File: src/codec_pkg.sv
// Shared constants and types for the codec register bank and its link controller
package codec_pkg;
  localparam int SYS_CLK_MHZ       = 250;
  localparam int BIT_CLK_PERIOD_NS = 48;
  localparam int BIT_HALF_CYCLES   = BIT_CLK_PERIOD_NS * SYS_CLK_MHZ / 2000;
  localparam int CAL_TIME_NS       = 1000;
  localparam int CAL_CYCLES        = CAL_TIME_NS * SYS_CLK_MHZ / 1000;
  localparam int CAL_W             = 8;
  localparam int DIV_W             = 4;
  localparam int FRAME_BITS        = 24;
  localparam int NREG              = 10;

  // Register indices on the link
  localparam logic [6:0] IDX_LINE_IN_GAIN  = 7'h10;
  localparam logic [6:0] IDX_CD_GAIN       = 7'h12;
  localparam logic [6:0] IDX_VIDEO_GAIN    = 7'h14;
  localparam logic [6:0] IDX_AUX_GAIN      = 7'h16;
  localparam logic [6:0] IDX_PCM_OUT_GAIN  = 7'h18;
  localparam logic [6:0] IDX_CAPTURE_SRC   = 7'h1a;
  localparam logic [6:0] IDX_CAPTURE_GAIN  = 7'h1c;
  localparam logic [6:0] IDX_GENERAL_OPTS  = 7'h20;
  localparam logic [6:0] IDX_SPATIAL_DEPTH = 7'h22;
  localparam logic [6:0] IDX_POWER         = 7'h26;
  localparam logic [6:0] MIXER_IDX_LO      = 7'h10;
  localparam logic [6:0] MIXER_IDX_HI      = 7'h22;

  // Storage slots: constants lowest slot first, tables highest slot first
  localparam int         SLOT_CAP_SRC  = 5;
  localparam int         SLOT_CAP_GAIN = 6;
  localparam int         SLOT_GENERAL  = 7;
  localparam int         SLOT_SPATIAL  = 8;
  localparam int         SLOT_POWER    = 9;
  localparam logic [3:0] SLOT_NONE     = 4'hf;
  localparam logic [NREG-1:0][6:0] REG_IDX = {IDX_POWER, IDX_SPATIAL_DEPTH, IDX_GENERAL_OPTS,
    IDX_CAPTURE_GAIN, IDX_CAPTURE_SRC, IDX_PCM_OUT_GAIN, IDX_AUX_GAIN, IDX_VIDEO_GAIN,
    IDX_CD_GAIN, IDX_LINE_IN_GAIN};
  localparam logic [NREG-1:0][15:0] REG_MASK = {16'hff00, 16'h000f, 16'h2380, 16'h8f0f,
    16'h0707, 16'h9f1f, 16'h9f1f, 16'h9f1f, 16'h9f1f, 16'h9f1f};
  localparam logic [NREG-1:0][15:0] REG_RST = {16'h0000, 16'h0000, 16'h0000, 16'h8000,
    16'h0000, 16'h8808, 16'h8808, 16'h8808, 16'h8808, 16'h8808};

  // Field positions
  localparam int GAIN_MUTE_BIT  = 15;
  localparam int GAIN_L_LSB     = 8;
  localparam int GAIN_R_LSB     = 0;
  localparam int CAP_L_LSB      = 8;
  localparam int CAP_R_LSB      = 0;
  localparam int REC_MUTE_BIT   = 15;
  localparam int REC_L_LSB      = 8;
  localparam int REC_R_LSB      = 0;
  localparam int GP_SPATIAL_BIT = 13;
  localparam int GP_MONO_MIC    = 9;
  localparam int GP_MIC_B       = 8;
  localparam int GP_LOOP        = 7;
  localparam int PWR_EXT_AMP    = 15;
  localparam int PWR_ALT_OUT    = 14;
  localparam int PWR_CLK_OFF    = 13;
  localparam int PWR_LINK_OFF   = 12;
  localparam int PWR_MIX_BIAS   = 11;
  localparam int PWR_MIX_ONLY   = 10;
  localparam int PWR_PLAYBACK   = 9;
  localparam int PWR_CAPTURE    = 8;
  localparam int RDY_REF        = 3;
  localparam int RDY_ANL        = 2;
  localparam int RDY_DAC        = 1;
  localparam int RDY_ADC        = 0;

  // Gain scale in tenths of a dB
  localparam int MAX_BOOST_DB10 = 120;
  localparam int STEP_DB10      = 15;

  typedef logic signed [9:0] gain_db10_t;
  typedef enum logic [2:0] {
    SRC_MIC = 3'h0, SRC_CD = 3'h1, SRC_VIDEO = 3'h2, SRC_AUX = 3'h3,
    SRC_LINE = 3'h4, SRC_STEREO_MIX = 3'h5, SRC_MONO_MIX = 3'h6, SRC_PHONE = 3'h7
  } capture_src_t;

  // Controller register addresses and fields
  localparam logic [2:0] CA_CMD    = 3'h0;
  localparam logic [2:0] CA_WDATA  = 3'h1;
  localparam logic [2:0] CA_RDATA  = 3'h2;
  localparam logic [2:0] CA_STATUS = 3'h3;
  localparam logic [2:0] CA_CTRL   = 3'h4;
  localparam int CMD_READ_BIT = 15;
  localparam int ST_BUSY      = 0;
  localparam int ST_CODEC_RDY = 1;
  localparam int ST_REFUSED   = 2;
  localparam int ST_FLAGS_LSB = 4;
  localparam int ST_IDX_LSB   = 8;
  localparam int CTRL_COLD    = 0;
  localparam int CTRL_WARM    = 1;
endpackage

File: src/codec_link_if.sv
// Serial link between the codec register bank and its controller
`timescale 1ns/1ns
`default_nettype none
interface codec_link_if;
  logic bit_clk;
  logic sync;
  logic sdata_out;
  logic sdata_in;
  logic cold_rst_n;
  modport codec_dev (output bit_clk, output sdata_in, input sync, input sdata_out,
                     input cold_rst_n);
  modport codec_ctl (input bit_clk, input sdata_in, output sync, output sdata_out,
                     output cold_rst_n);
endinterface
`default_nettype wire

File: src/codec_mixer_power_regs.sv
// Codec end: mixer, capture and powerdown register bank behind the serial link
//
// Decided for this implementation: the address-and-strobe port.
`timescale 1ns/1ns
`default_nettype none
module codec_mixer_power_regs
(
  // Clock and control
  input  wire logic                             i_sys_clk,
  input  wire logic                             i_rst,
  input  wire logic                             i_clk_en,
  input  wire logic                             i_direct_dac_path,
  // Serial link
  codec_link_if.codec_dev                       link,
  // Mixer inputs, index [source][1 left, 0 right]
  output var  codec_pkg::gain_db10_t [4:0][1:0] o_mix_gain_db10,
  output var  logic [4:0]                       o_mix_mute,
  // Capture path
  output var  codec_pkg::capture_src_t          o_left_capture_source,
  output var  codec_pkg::capture_src_t          o_right_capture_source,
  output var  logic [8:0]                       o_left_record_gain_db10,
  output var  logic [8:0]                       o_right_record_gain_db10,
  output var  logic                             o_record_mute,
  // Options
  output var  logic                             o_spatial_enhance_on,
  output var  logic [3:0]                       o_spatial_depth,
  output var  logic                             o_mono_from_mic,
  output var  logic                             o_mic_input_b_sel,
  output var  logic                             o_adc_to_dac_loop,
  // Power
  output var  logic                             o_ext_amp_off,
  output var  logic                             o_alt_out_off,
  output var  logic                             o_internal_clock_off,
  output var  logic [3:0]                       o_section_off,
  output var  logic [3:0]                       o_ready_flags,
  output var  logic                             o_dac_accept,
  output var  logic                             o_adc_send
);
  import codec_pkg::*;

  typedef enum logic [2:0] {
    D_IDLE = 3'b001,
    D_RX   = 3'b010,
    D_TX   = 3'b100
  } dev_fsm_t;

  typedef struct packed {
    logic                       cold_s1;
    logic                       cold_s2;
    logic                       sync_s1;
    logic                       sync_s2;
    logic                       sdo_s1;
    logic                       sdo_s2;
    logic [NREG-1:0][15:0]      regs;
    logic [3:0]                 rdy;
    logic [3:0][CAL_W-1:0]      cal_cnt;
    logic [DIV_W-1:0]           div_cnt;
    logic                       bit_clk;
    logic                       sdi;
    logic                       wake_armed;
    dev_fsm_t                   state;
    logic [4:0]                 bit_cnt;
    logic [FRAME_BITS-1:0]      sh;
  } dev_state_t;

  localparam dev_state_t DEV_RST = '{cold_s1: 1'b1, cold_s2: 1'b1, regs: REG_RST,
                                     state: D_IDLE, default: '0};

  dev_state_t            r;
  dev_state_t            n;
  logic                  rise;
  logic [3:0]            cal_en;
  logic [3:0]            slot;
  logic [FRAME_BITS-1:0] word;
  logic [15:0]           pwr;

  function automatic logic [3:0] slot_of(input logic [6:0] idx);
    slot_of = SLOT_NONE;
    for (int i = 0; i < NREG; i++)
    begin
      if (REG_IDX[i] == idx)
        slot_of = 4'(i);
    end
  endfunction

  function automatic gain_db10_t mix_gain(input logic [4:0] code);
    mix_gain = gain_db10_t'(MAX_BOOST_DB10) - gain_db10_t'(STEP_DB10 * int'(code));
  endfunction

  function automatic logic [8:0] rec_gain(input logic [3:0] code);
    rec_gain = 9'(STEP_DB10 * int'(code));
  endfunction

  always_comb
  begin
    n      = r;
    rise   = 1'b0;
    pwr    = r.regs[SLOT_POWER];
    word   = {r.sh[FRAME_BITS-2:0], r.sdo_s2};
    slot   = slot_of(word[22:16]);
    cal_en = '0;
    if (i_clk_en)
    begin
      if (!r.cold_s2)
        n = DEV_RST;
      else if (!pwr[PWR_CLK_OFF])
      begin
        n.sync_s1 = link.sync;
        n.sync_s2 = r.sync_s1;
        n.sdo_s1  = link.sdata_out;
        n.sdo_s2  = r.sdo_s1;
        // Each flag waits for its section and the reference to settle
        cal_en[RDY_REF] = !pwr[PWR_MIX_BIAS];
        cal_en[RDY_ANL] = r.rdy[RDY_REF] && !pwr[PWR_MIX_BIAS] && !pwr[PWR_MIX_ONLY];
        cal_en[RDY_DAC] = r.rdy[RDY_REF] && !pwr[PWR_PLAYBACK];
        cal_en[RDY_ADC] = r.rdy[RDY_REF] && !pwr[PWR_CAPTURE];
        for (int i = 0; i < 4; i++)
        begin
          if (!cal_en[i])
          begin
            n.cal_cnt[i] = '0;
            n.rdy[i]     = 1'b0;
          end
          else if (r.cal_cnt[i] == CAL_W'(CAL_CYCLES - 1))
            n.rdy[i] = 1'b1;
          else
            n.cal_cnt[i] = r.cal_cnt[i] + 1'b1;
        end
        if (pwr[PWR_LINK_OFF])
        begin
          // Bit clock held low; a sync pulse wakes the link
          n.bit_clk = 1'b0;
          n.div_cnt = '0;
          n.sdi     = 1'b0;
          n.state   = D_IDLE;
          if (r.sync_s2)
            n.wake_armed = 1'b1;
          else if (r.wake_armed)
          begin
            n.wake_armed                      = 1'b0;
            n.regs[SLOT_POWER][PWR_LINK_OFF]  = 1'b0;
          end
        end
        else if (r.div_cnt == DIV_W'(BIT_HALF_CYCLES - 1))
        begin
          n.div_cnt = '0;
          n.bit_clk = !r.bit_clk;
          rise      = !r.bit_clk;
        end
        else
          n.div_cnt = r.div_cnt + 1'b1;
        if (rise)
        begin
          case (r.state)
            D_IDLE:
            begin
              if (r.sync_s2)
              begin
                n.state   = D_RX;
                n.bit_cnt = '0;
              end
            end
            D_RX:
            begin
              n.sh      = word;
              n.bit_cnt = r.bit_cnt + 1'b1;
              if (r.bit_cnt == 5'(FRAME_BITS - 1))
              begin
                if (!word[23] && slot != SLOT_NONE)
                  n.regs[slot] = word[15:0] & REG_MASK[slot];
                n.sh      = {1'b1, word[22:16], 16'h0000};
                if (slot != SLOT_NONE)
                  n.sh[15:0] = (slot == 4'(SLOT_POWER)) ? {pwr[15:4], r.rdy} : r.regs[slot];
                n.sdi     = n.sh[23];
                n.bit_cnt = '0;
                n.state   = D_TX;
              end
            end
            D_TX:
            begin
              if (r.bit_cnt == 5'(FRAME_BITS - 1))
              begin
                n.sdi   = 1'b0;
                n.state = D_IDLE;
              end
              else
              begin
                n.sdi     = r.sh[22];
                n.sh      = {r.sh[FRAME_BITS-2:0], 1'b0};
                n.bit_cnt = r.bit_cnt + 1'b1;
              end
            end
            default: n.state = D_IDLE;
          endcase
        end
      end
      n.cold_s1 = link.cold_rst_n;
      n.cold_s2 = r.cold_s1;
    end
  end

  always_ff @(posedge i_sys_clk)
  begin
    if (i_rst)
      r <= DEV_RST;
    else
      r <= n;
  end

  assign link.bit_clk  = r.bit_clk;
  assign link.sdata_in = r.sdi;

  for (genvar g = 0; g < 5; g++)
  begin : g_mix
    assign o_mix_gain_db10[g][1] = mix_gain(r.regs[g][GAIN_L_LSB +: 5]);
    assign o_mix_gain_db10[g][0] = mix_gain(r.regs[g][GAIN_R_LSB +: 5]);
    assign o_mix_mute[g]         = r.regs[g][GAIN_MUTE_BIT];
  end

  assign o_left_capture_source    = capture_src_t'(r.regs[SLOT_CAP_SRC][CAP_L_LSB +: 3]);
  assign o_right_capture_source   = capture_src_t'(r.regs[SLOT_CAP_SRC][CAP_R_LSB +: 3]);
  assign o_left_record_gain_db10  = rec_gain(r.regs[SLOT_CAP_GAIN][REC_L_LSB +: 4]);
  assign o_right_record_gain_db10 = rec_gain(r.regs[SLOT_CAP_GAIN][REC_R_LSB +: 4]);
  assign o_record_mute            = r.regs[SLOT_CAP_GAIN][REC_MUTE_BIT];
  assign o_spatial_enhance_on     = r.regs[SLOT_GENERAL][GP_SPATIAL_BIT] && !i_direct_dac_path;
  assign o_spatial_depth          = r.regs[SLOT_SPATIAL][3:0];
  assign o_mono_from_mic          = r.regs[SLOT_GENERAL][GP_MONO_MIC];
  assign o_mic_input_b_sel        = r.regs[SLOT_GENERAL][GP_MIC_B];
  assign o_adc_to_dac_loop        = r.regs[SLOT_GENERAL][GP_LOOP];
  assign o_ext_amp_off            = r.regs[SLOT_POWER][PWR_EXT_AMP];
  assign o_alt_out_off            = r.regs[SLOT_POWER][PWR_ALT_OUT];
  assign o_internal_clock_off     = r.regs[SLOT_POWER][PWR_CLK_OFF];
  assign o_section_off            = r.regs[SLOT_POWER][PWR_MIX_BIAS:PWR_CAPTURE];
  assign o_ready_flags            = r.rdy;
  assign o_dac_accept             = r.rdy[RDY_DAC];
  assign o_adc_send               = r.rdy[RDY_ADC];
endmodule
`default_nettype wire

File: src/flat_wrapper.sv
// flat-port wrapper written by rule: the top's interface ports become plain ports
module codec_mixer_power_regs_flat import codec_pkg::*;
  (i_sys_clk, i_rst, i_clk_en, i_direct_dac_path, o_mix_gain_db10, o_mix_mute, o_left_capture_source, o_right_capture_source, o_left_record_gain_db10, o_right_record_gain_db10, o_record_mute, o_spatial_enhance_on, o_spatial_depth, o_mono_from_mic, o_mic_input_b_sel, o_adc_to_dac_loop, o_ext_amp_off, o_alt_out_off, o_internal_clock_off, o_section_off, o_ready_flags, o_dac_accept, o_adc_send, link_bit_clk, link_sdata_in, link_sync, link_sdata_out, link_cold_rst_n);
  codec_link_if link_i ();
  input  wire logic i_sys_clk;
  input  wire logic i_rst;
  input  wire logic i_clk_en;
  input  wire logic i_direct_dac_path;
  output var  codec_pkg::gain_db10_t [4:0][1:0] o_mix_gain_db10;
  output var  logic [4:0] o_mix_mute;
  output var  codec_pkg::capture_src_t o_left_capture_source;
  output var  codec_pkg::capture_src_t o_right_capture_source;
  output var  logic [8:0] o_left_record_gain_db10;
  output var  logic [8:0] o_right_record_gain_db10;
  output var  logic o_record_mute;
  output var  logic o_spatial_enhance_on;
  output var  logic [3:0] o_spatial_depth;
  output var  logic o_mono_from_mic;
  output var  logic o_mic_input_b_sel;
  output var  logic o_adc_to_dac_loop;
  output var  logic o_ext_amp_off;
  output var  logic o_alt_out_off;
  output var  logic o_internal_clock_off;
  output var  logic [3:0] o_section_off;
  output var  logic [3:0] o_ready_flags;
  output var  logic o_dac_accept;
  output var  logic o_adc_send;
  output wire logic [$bits(link_i.bit_clk)-1:0] link_bit_clk;
  output wire logic [$bits(link_i.sdata_in)-1:0] link_sdata_in;
  input wire logic [$bits(link_i.sync)-1:0] link_sync;
  input wire logic [$bits(link_i.sdata_out)-1:0] link_sdata_out;
  input wire logic [$bits(link_i.cold_rst_n)-1:0] link_cold_rst_n;
  assign link_bit_clk = link_i.bit_clk;
  assign link_sdata_in = link_i.sdata_in;
  assign link_i.sync = link_sync;
  assign link_i.sdata_out = link_sdata_out;
  assign link_i.cold_rst_n = link_cold_rst_n;
  codec_mixer_power_regs u_core (.i_sys_clk(i_sys_clk), .i_rst(i_rst), .i_clk_en(i_clk_en), .i_direct_dac_path(i_direct_dac_path), .link(link_i), .o_mix_gain_db10(o_mix_gain_db10), .o_mix_mute(o_mix_mute), .o_left_capture_source(o_left_capture_source), .o_right_capture_source(o_right_capture_source), .o_left_record_gain_db10(o_left_record_gain_db10), .o_right_record_gain_db10(o_right_record_gain_db10), .o_record_mute(o_record_mute), .o_spatial_enhance_on(o_spatial_enhance_on), .o_spatial_depth(o_spatial_depth), .o_mono_from_mic(o_mono_from_mic), .o_mic_input_b_sel(o_mic_input_b_sel), .o_adc_to_dac_loop(o_adc_to_dac_loop), .o_ext_amp_off(o_ext_amp_off), .o_alt_out_off(o_alt_out_off), .o_internal_clock_off(o_internal_clock_off), .o_section_off(o_section_off), .o_ready_flags(o_ready_flags), .o_dac_accept(o_dac_accept), .o_adc_send(o_adc_send));
endmodule
File: config.mk
export PLATFORM = sky130hd
export DESIGN_NAME = codec_mixer_power_regs_flat
export DESIGN_NICKNAME = d
export VERILOG_FILES = /design/src/codec_pkg.sv /design/src/codec_link_if.sv /design/src/codec_mixer_power_regs.sv /design/src/flat_wrapper.sv
export SDC_FILE = /design/constraint.sdc
export NUM_CORES = 1
export LEC_CHECK = 0
export BUFFER_PORTS_ARGS = -buffer_cell sky130_fd_sc_hd__buf_2
export CORE_MARGIN = 3
export CORE_UTILIZATION = 35
export DETAILED_ROUTE_END_ITERATION = 16
export PLACE_DENSITY = 0.65
export RECOVER_POWER = 25
export SYNTH_ARGS = -nofsm -noshare
export SYNTH_HDL_FRONTEND = slang
export SYNTH_SLANG_ARGS = --single-unit
File: constraint.sdc
create_clock -name i_sys_clk -period 4.6 [get_ports i_sys_clk]
set_clock_uncertainty 0.2 [all_clocks]
set_input_delay 0.92 -clock i_sys_clk [delete_from_list [all_inputs] [get_ports i_sys_clk]]
set_output_delay 0.92 -clock i_sys_clk [all_outputs]
set_load 0.02 [all_outputs]
==> run metrics <==
status complete, but fails checks; violated checks capacitance limit, slew limit, setup timing; most frequent cell after synthesis dfxtp_1; CP max FO 4; Worst Path Required 3480 ps; Final WS setup -179 ps; Min Hold Slack 257 ps; Synth Area in XOR/XNOR 0.0681; Compound-Gate Fraction of Synth Area 0.188; Peak VDD IR 0.000268 V; Max Clock Freq 209 MHz; Root Buffer clkbuf_16; # Max-Cap Violations 2; cts bufs inserted 26; P_sw 1100 uW; Critical Path Start Type register; diode count 0; Final Max Tran Viols 75; vias in the first global route 16200; Detail Placement HPWL 41600 um; final core occ 0.445; number of DRC markers in iteration 0 1494; Buffers on Ports 157; CP top delay family adder cells; Sw Share 0.253; Synth area leaders dfxtp_1, ha_1, fa_1; Slew HR -0.240; Tot GR Track Use 0.206; Hold/Removal Path Class register to register; CP max-delay cell fa_1; global placer's final weighted congestion 0.956; post-placement cell area 0.0191 mm2; CTS tree done; mux contribution to synthesized area 0.0116; Worst-path clk slew 60 ps; Seq/Total Area, Yosys 0.252; Post-CTS Hold Buffers 0; DRT Pass-1 Iters 5; leakage 0.00922 uW; Seq pwr share 0.442; Tcrit/Tclk final 1.04; Die ar. 0.0523 mm2; Distinct cells, synth 76; Power Dens Cells 200 mW/mm2; final WL 57000 um; share of the synthesized area in the top cell type 0.252; initial antenna violation count 0; Max clock buf depth 3; post-route cell area 0.0218 mm2; CTS HTree Levels 1; Logic pwr share 0.098; Fin. Hold Viols 0; clk_lat worst skew 540 ps; FFs w/ async S/R, synth 0; crit-path cells fa_1 -> fa_1 -> ha_4 -> nor2b_4 -> o21a_1 -> o21ai_2 -> mux2_4 -> a2111oi_4 -> buf_4 -> xnor2_2 -> buf_4; Row Count 81; top post-synthesis cells by count dfxtp_1, ha_1, inv_1; # nets final 2531; global route total overflow 0; YS warnings 0; critical path class register to output pin; DRC viols 0; core area 0.0490 mm2; Clock power frac 0.460; endpoints failing setup 21; post-synth top area cell dfxtp_1; via count 16500; Worst-Margin Slew 1860 ps; Routed Antenna Nets 0; Post-Synth Simple-Gate Area 0.197; Sink Count 219; Seq cells post-synth 219; Critical Path Max Stage Delay 570 ps; Initial Util 0.355; Internal 3260 uW; vias per std cell 5.56; first-pass GRT wire length 89000 um; Avg Inst Size Synth 8.49 um2; RSZ-0062 raised after global routing yes; CP Capture Type output pin; die height 229 um; Tmin final 4780 ps; CP arrival 3660 ps; DR WL/cell 19.2 um; Syn-to-layout area delta 25.3%; die width 229 um; adder-cell share of the synthesized area 0.211; largest net degree at the start of global routing 77; most used flip-flop cell after synthesis dfxtp_1; largest family of logic cells by synthesized area adder cells; worst path buffer plus inverter count 2; layout cell share with drive strength beyond 1 0.227; Cells after Synth 2046; I/O Pins 160; Post-synth EDFFs 0; Cell Area, Synth 0.0174 mm2
cell families after synthesis:
kind of cell | count (synthesis)
simple gates | 661
compound gates | 472
buf+inv | 292
fa+ha+maj | 246
flops | 219
xor+xnor | 135
mux | 20
other cells | 1
repair_timing:
item                                   4_1_cts  5_1_grt
pin swaps                                  100       98
setup endpoints to repair                   41       42
setup buffers                               45       30
resized for setup                          196      114
endpoints found under the hold margin        0        0
power groups by stage:
stage                     sequential, uW  clock, uW  combinational (uW)
after floorplan                     1980          0                 248
after global routing                1930       2120                 463
after global placement              1970          0                 357
after detailed placement            1970          0                 366
final                               1930       2000                 427
after CTS                           1930       2030                 398
final cells by class:
| class | instances | area, um2 |
|---|---|---|
| inverter | 170 | 638 |
| clock buffer | 38 | 757 |
| sequential | 219 | 4450 |
| timing repair buffer | 325 | 2130 |
| clock inverter | 9 | 73.8 |
| fill | 4693 | 27200 |
| tap | 664 | 831 |
| multi-input combinational | 1536 | 12900 |
layout by cell type, fill, tap and decap left out, types with 55 or more instances in the layout:
cell type    n
inv_1      164
ha_1       156
nor3_1      55
nor2_1     135
clkbuf_1    61
buf_2       76
fa_1        65
and3_1      55
nand2_1    116
dfxtp_1    192
nand3_1     86
buf_4      174
xnor2_1     61
o21ai_0     57
a21oi_1     97
metrics by stage:
| stage | setup TNS (ps) | worst slack [ps] | instances | power (uW) |
|---|---|---|---|---|
| after global placement | 0 | 19.4 | 2840 | 2330 |
| after CTS | -1410 | -159 | 2932 | 4360 |
| final | -1380 | -179 | 2961 | 4360 |
| after detailed placement | 0 | 28.0 | 2840 | 2340 |
| after floorplan | 0 | 12.7 | 2047 | 2220 |
| after global routing | -5260 | -327 | 2961 | 4510 |
metal layers:
layer	vias up	GRT usage	wire (um)
li1	7744	-	-
met1	7933	0.261	23300
met2	659	0.354	27200
met3	116	0.0336	4270
met4	0	0.0722	2150
met5	-	0	0
flip-flops by register name, indices dropped and copies added (netlist names):
register,count
u_core.o_mono_from_mic,1
u_core.pwr,13
u_core.o_right_capture_source,3
u_core.o_mic_input_b_sel,1
u_core.link.bit_clk,1
u_core.o_adc_to_dac_loop,1
u_core.o_ready_flags,4
u_core.o_record_mute,1
u_core.o_mix_mute,5
u_core.r,181
u_core.o_left_capture_source,3
u_core.link.sdata_in,1
u_core.o_spatial_depth,4
worst paths after layout:
path | endpoint | slack, ps | cells past startpoint | startpoint
setup reg to reg | u_core.r[52]$_SDFFE_PP0P_ | 550 | 6 | u_core.r[239]$_SDFFE_PP1P_
setup / recovery | o_mix_gain_db10[8] | -180 | 11 | u_core.r[77]$_SDFFE_PP0P_
hold reg to reg | u_core.r[213]$_SDFFE_PP0P_ | 260 | 1 | u_core.r[213]$_SDFFE_PP0P_
hold / removal | u_core.r[213]$_SDFFE_PP0P_ | 260 | 1 | u_core.r[213]$_SDFFE_PP0P_
No activity file was read; power rests on OpenSTA's default activity.
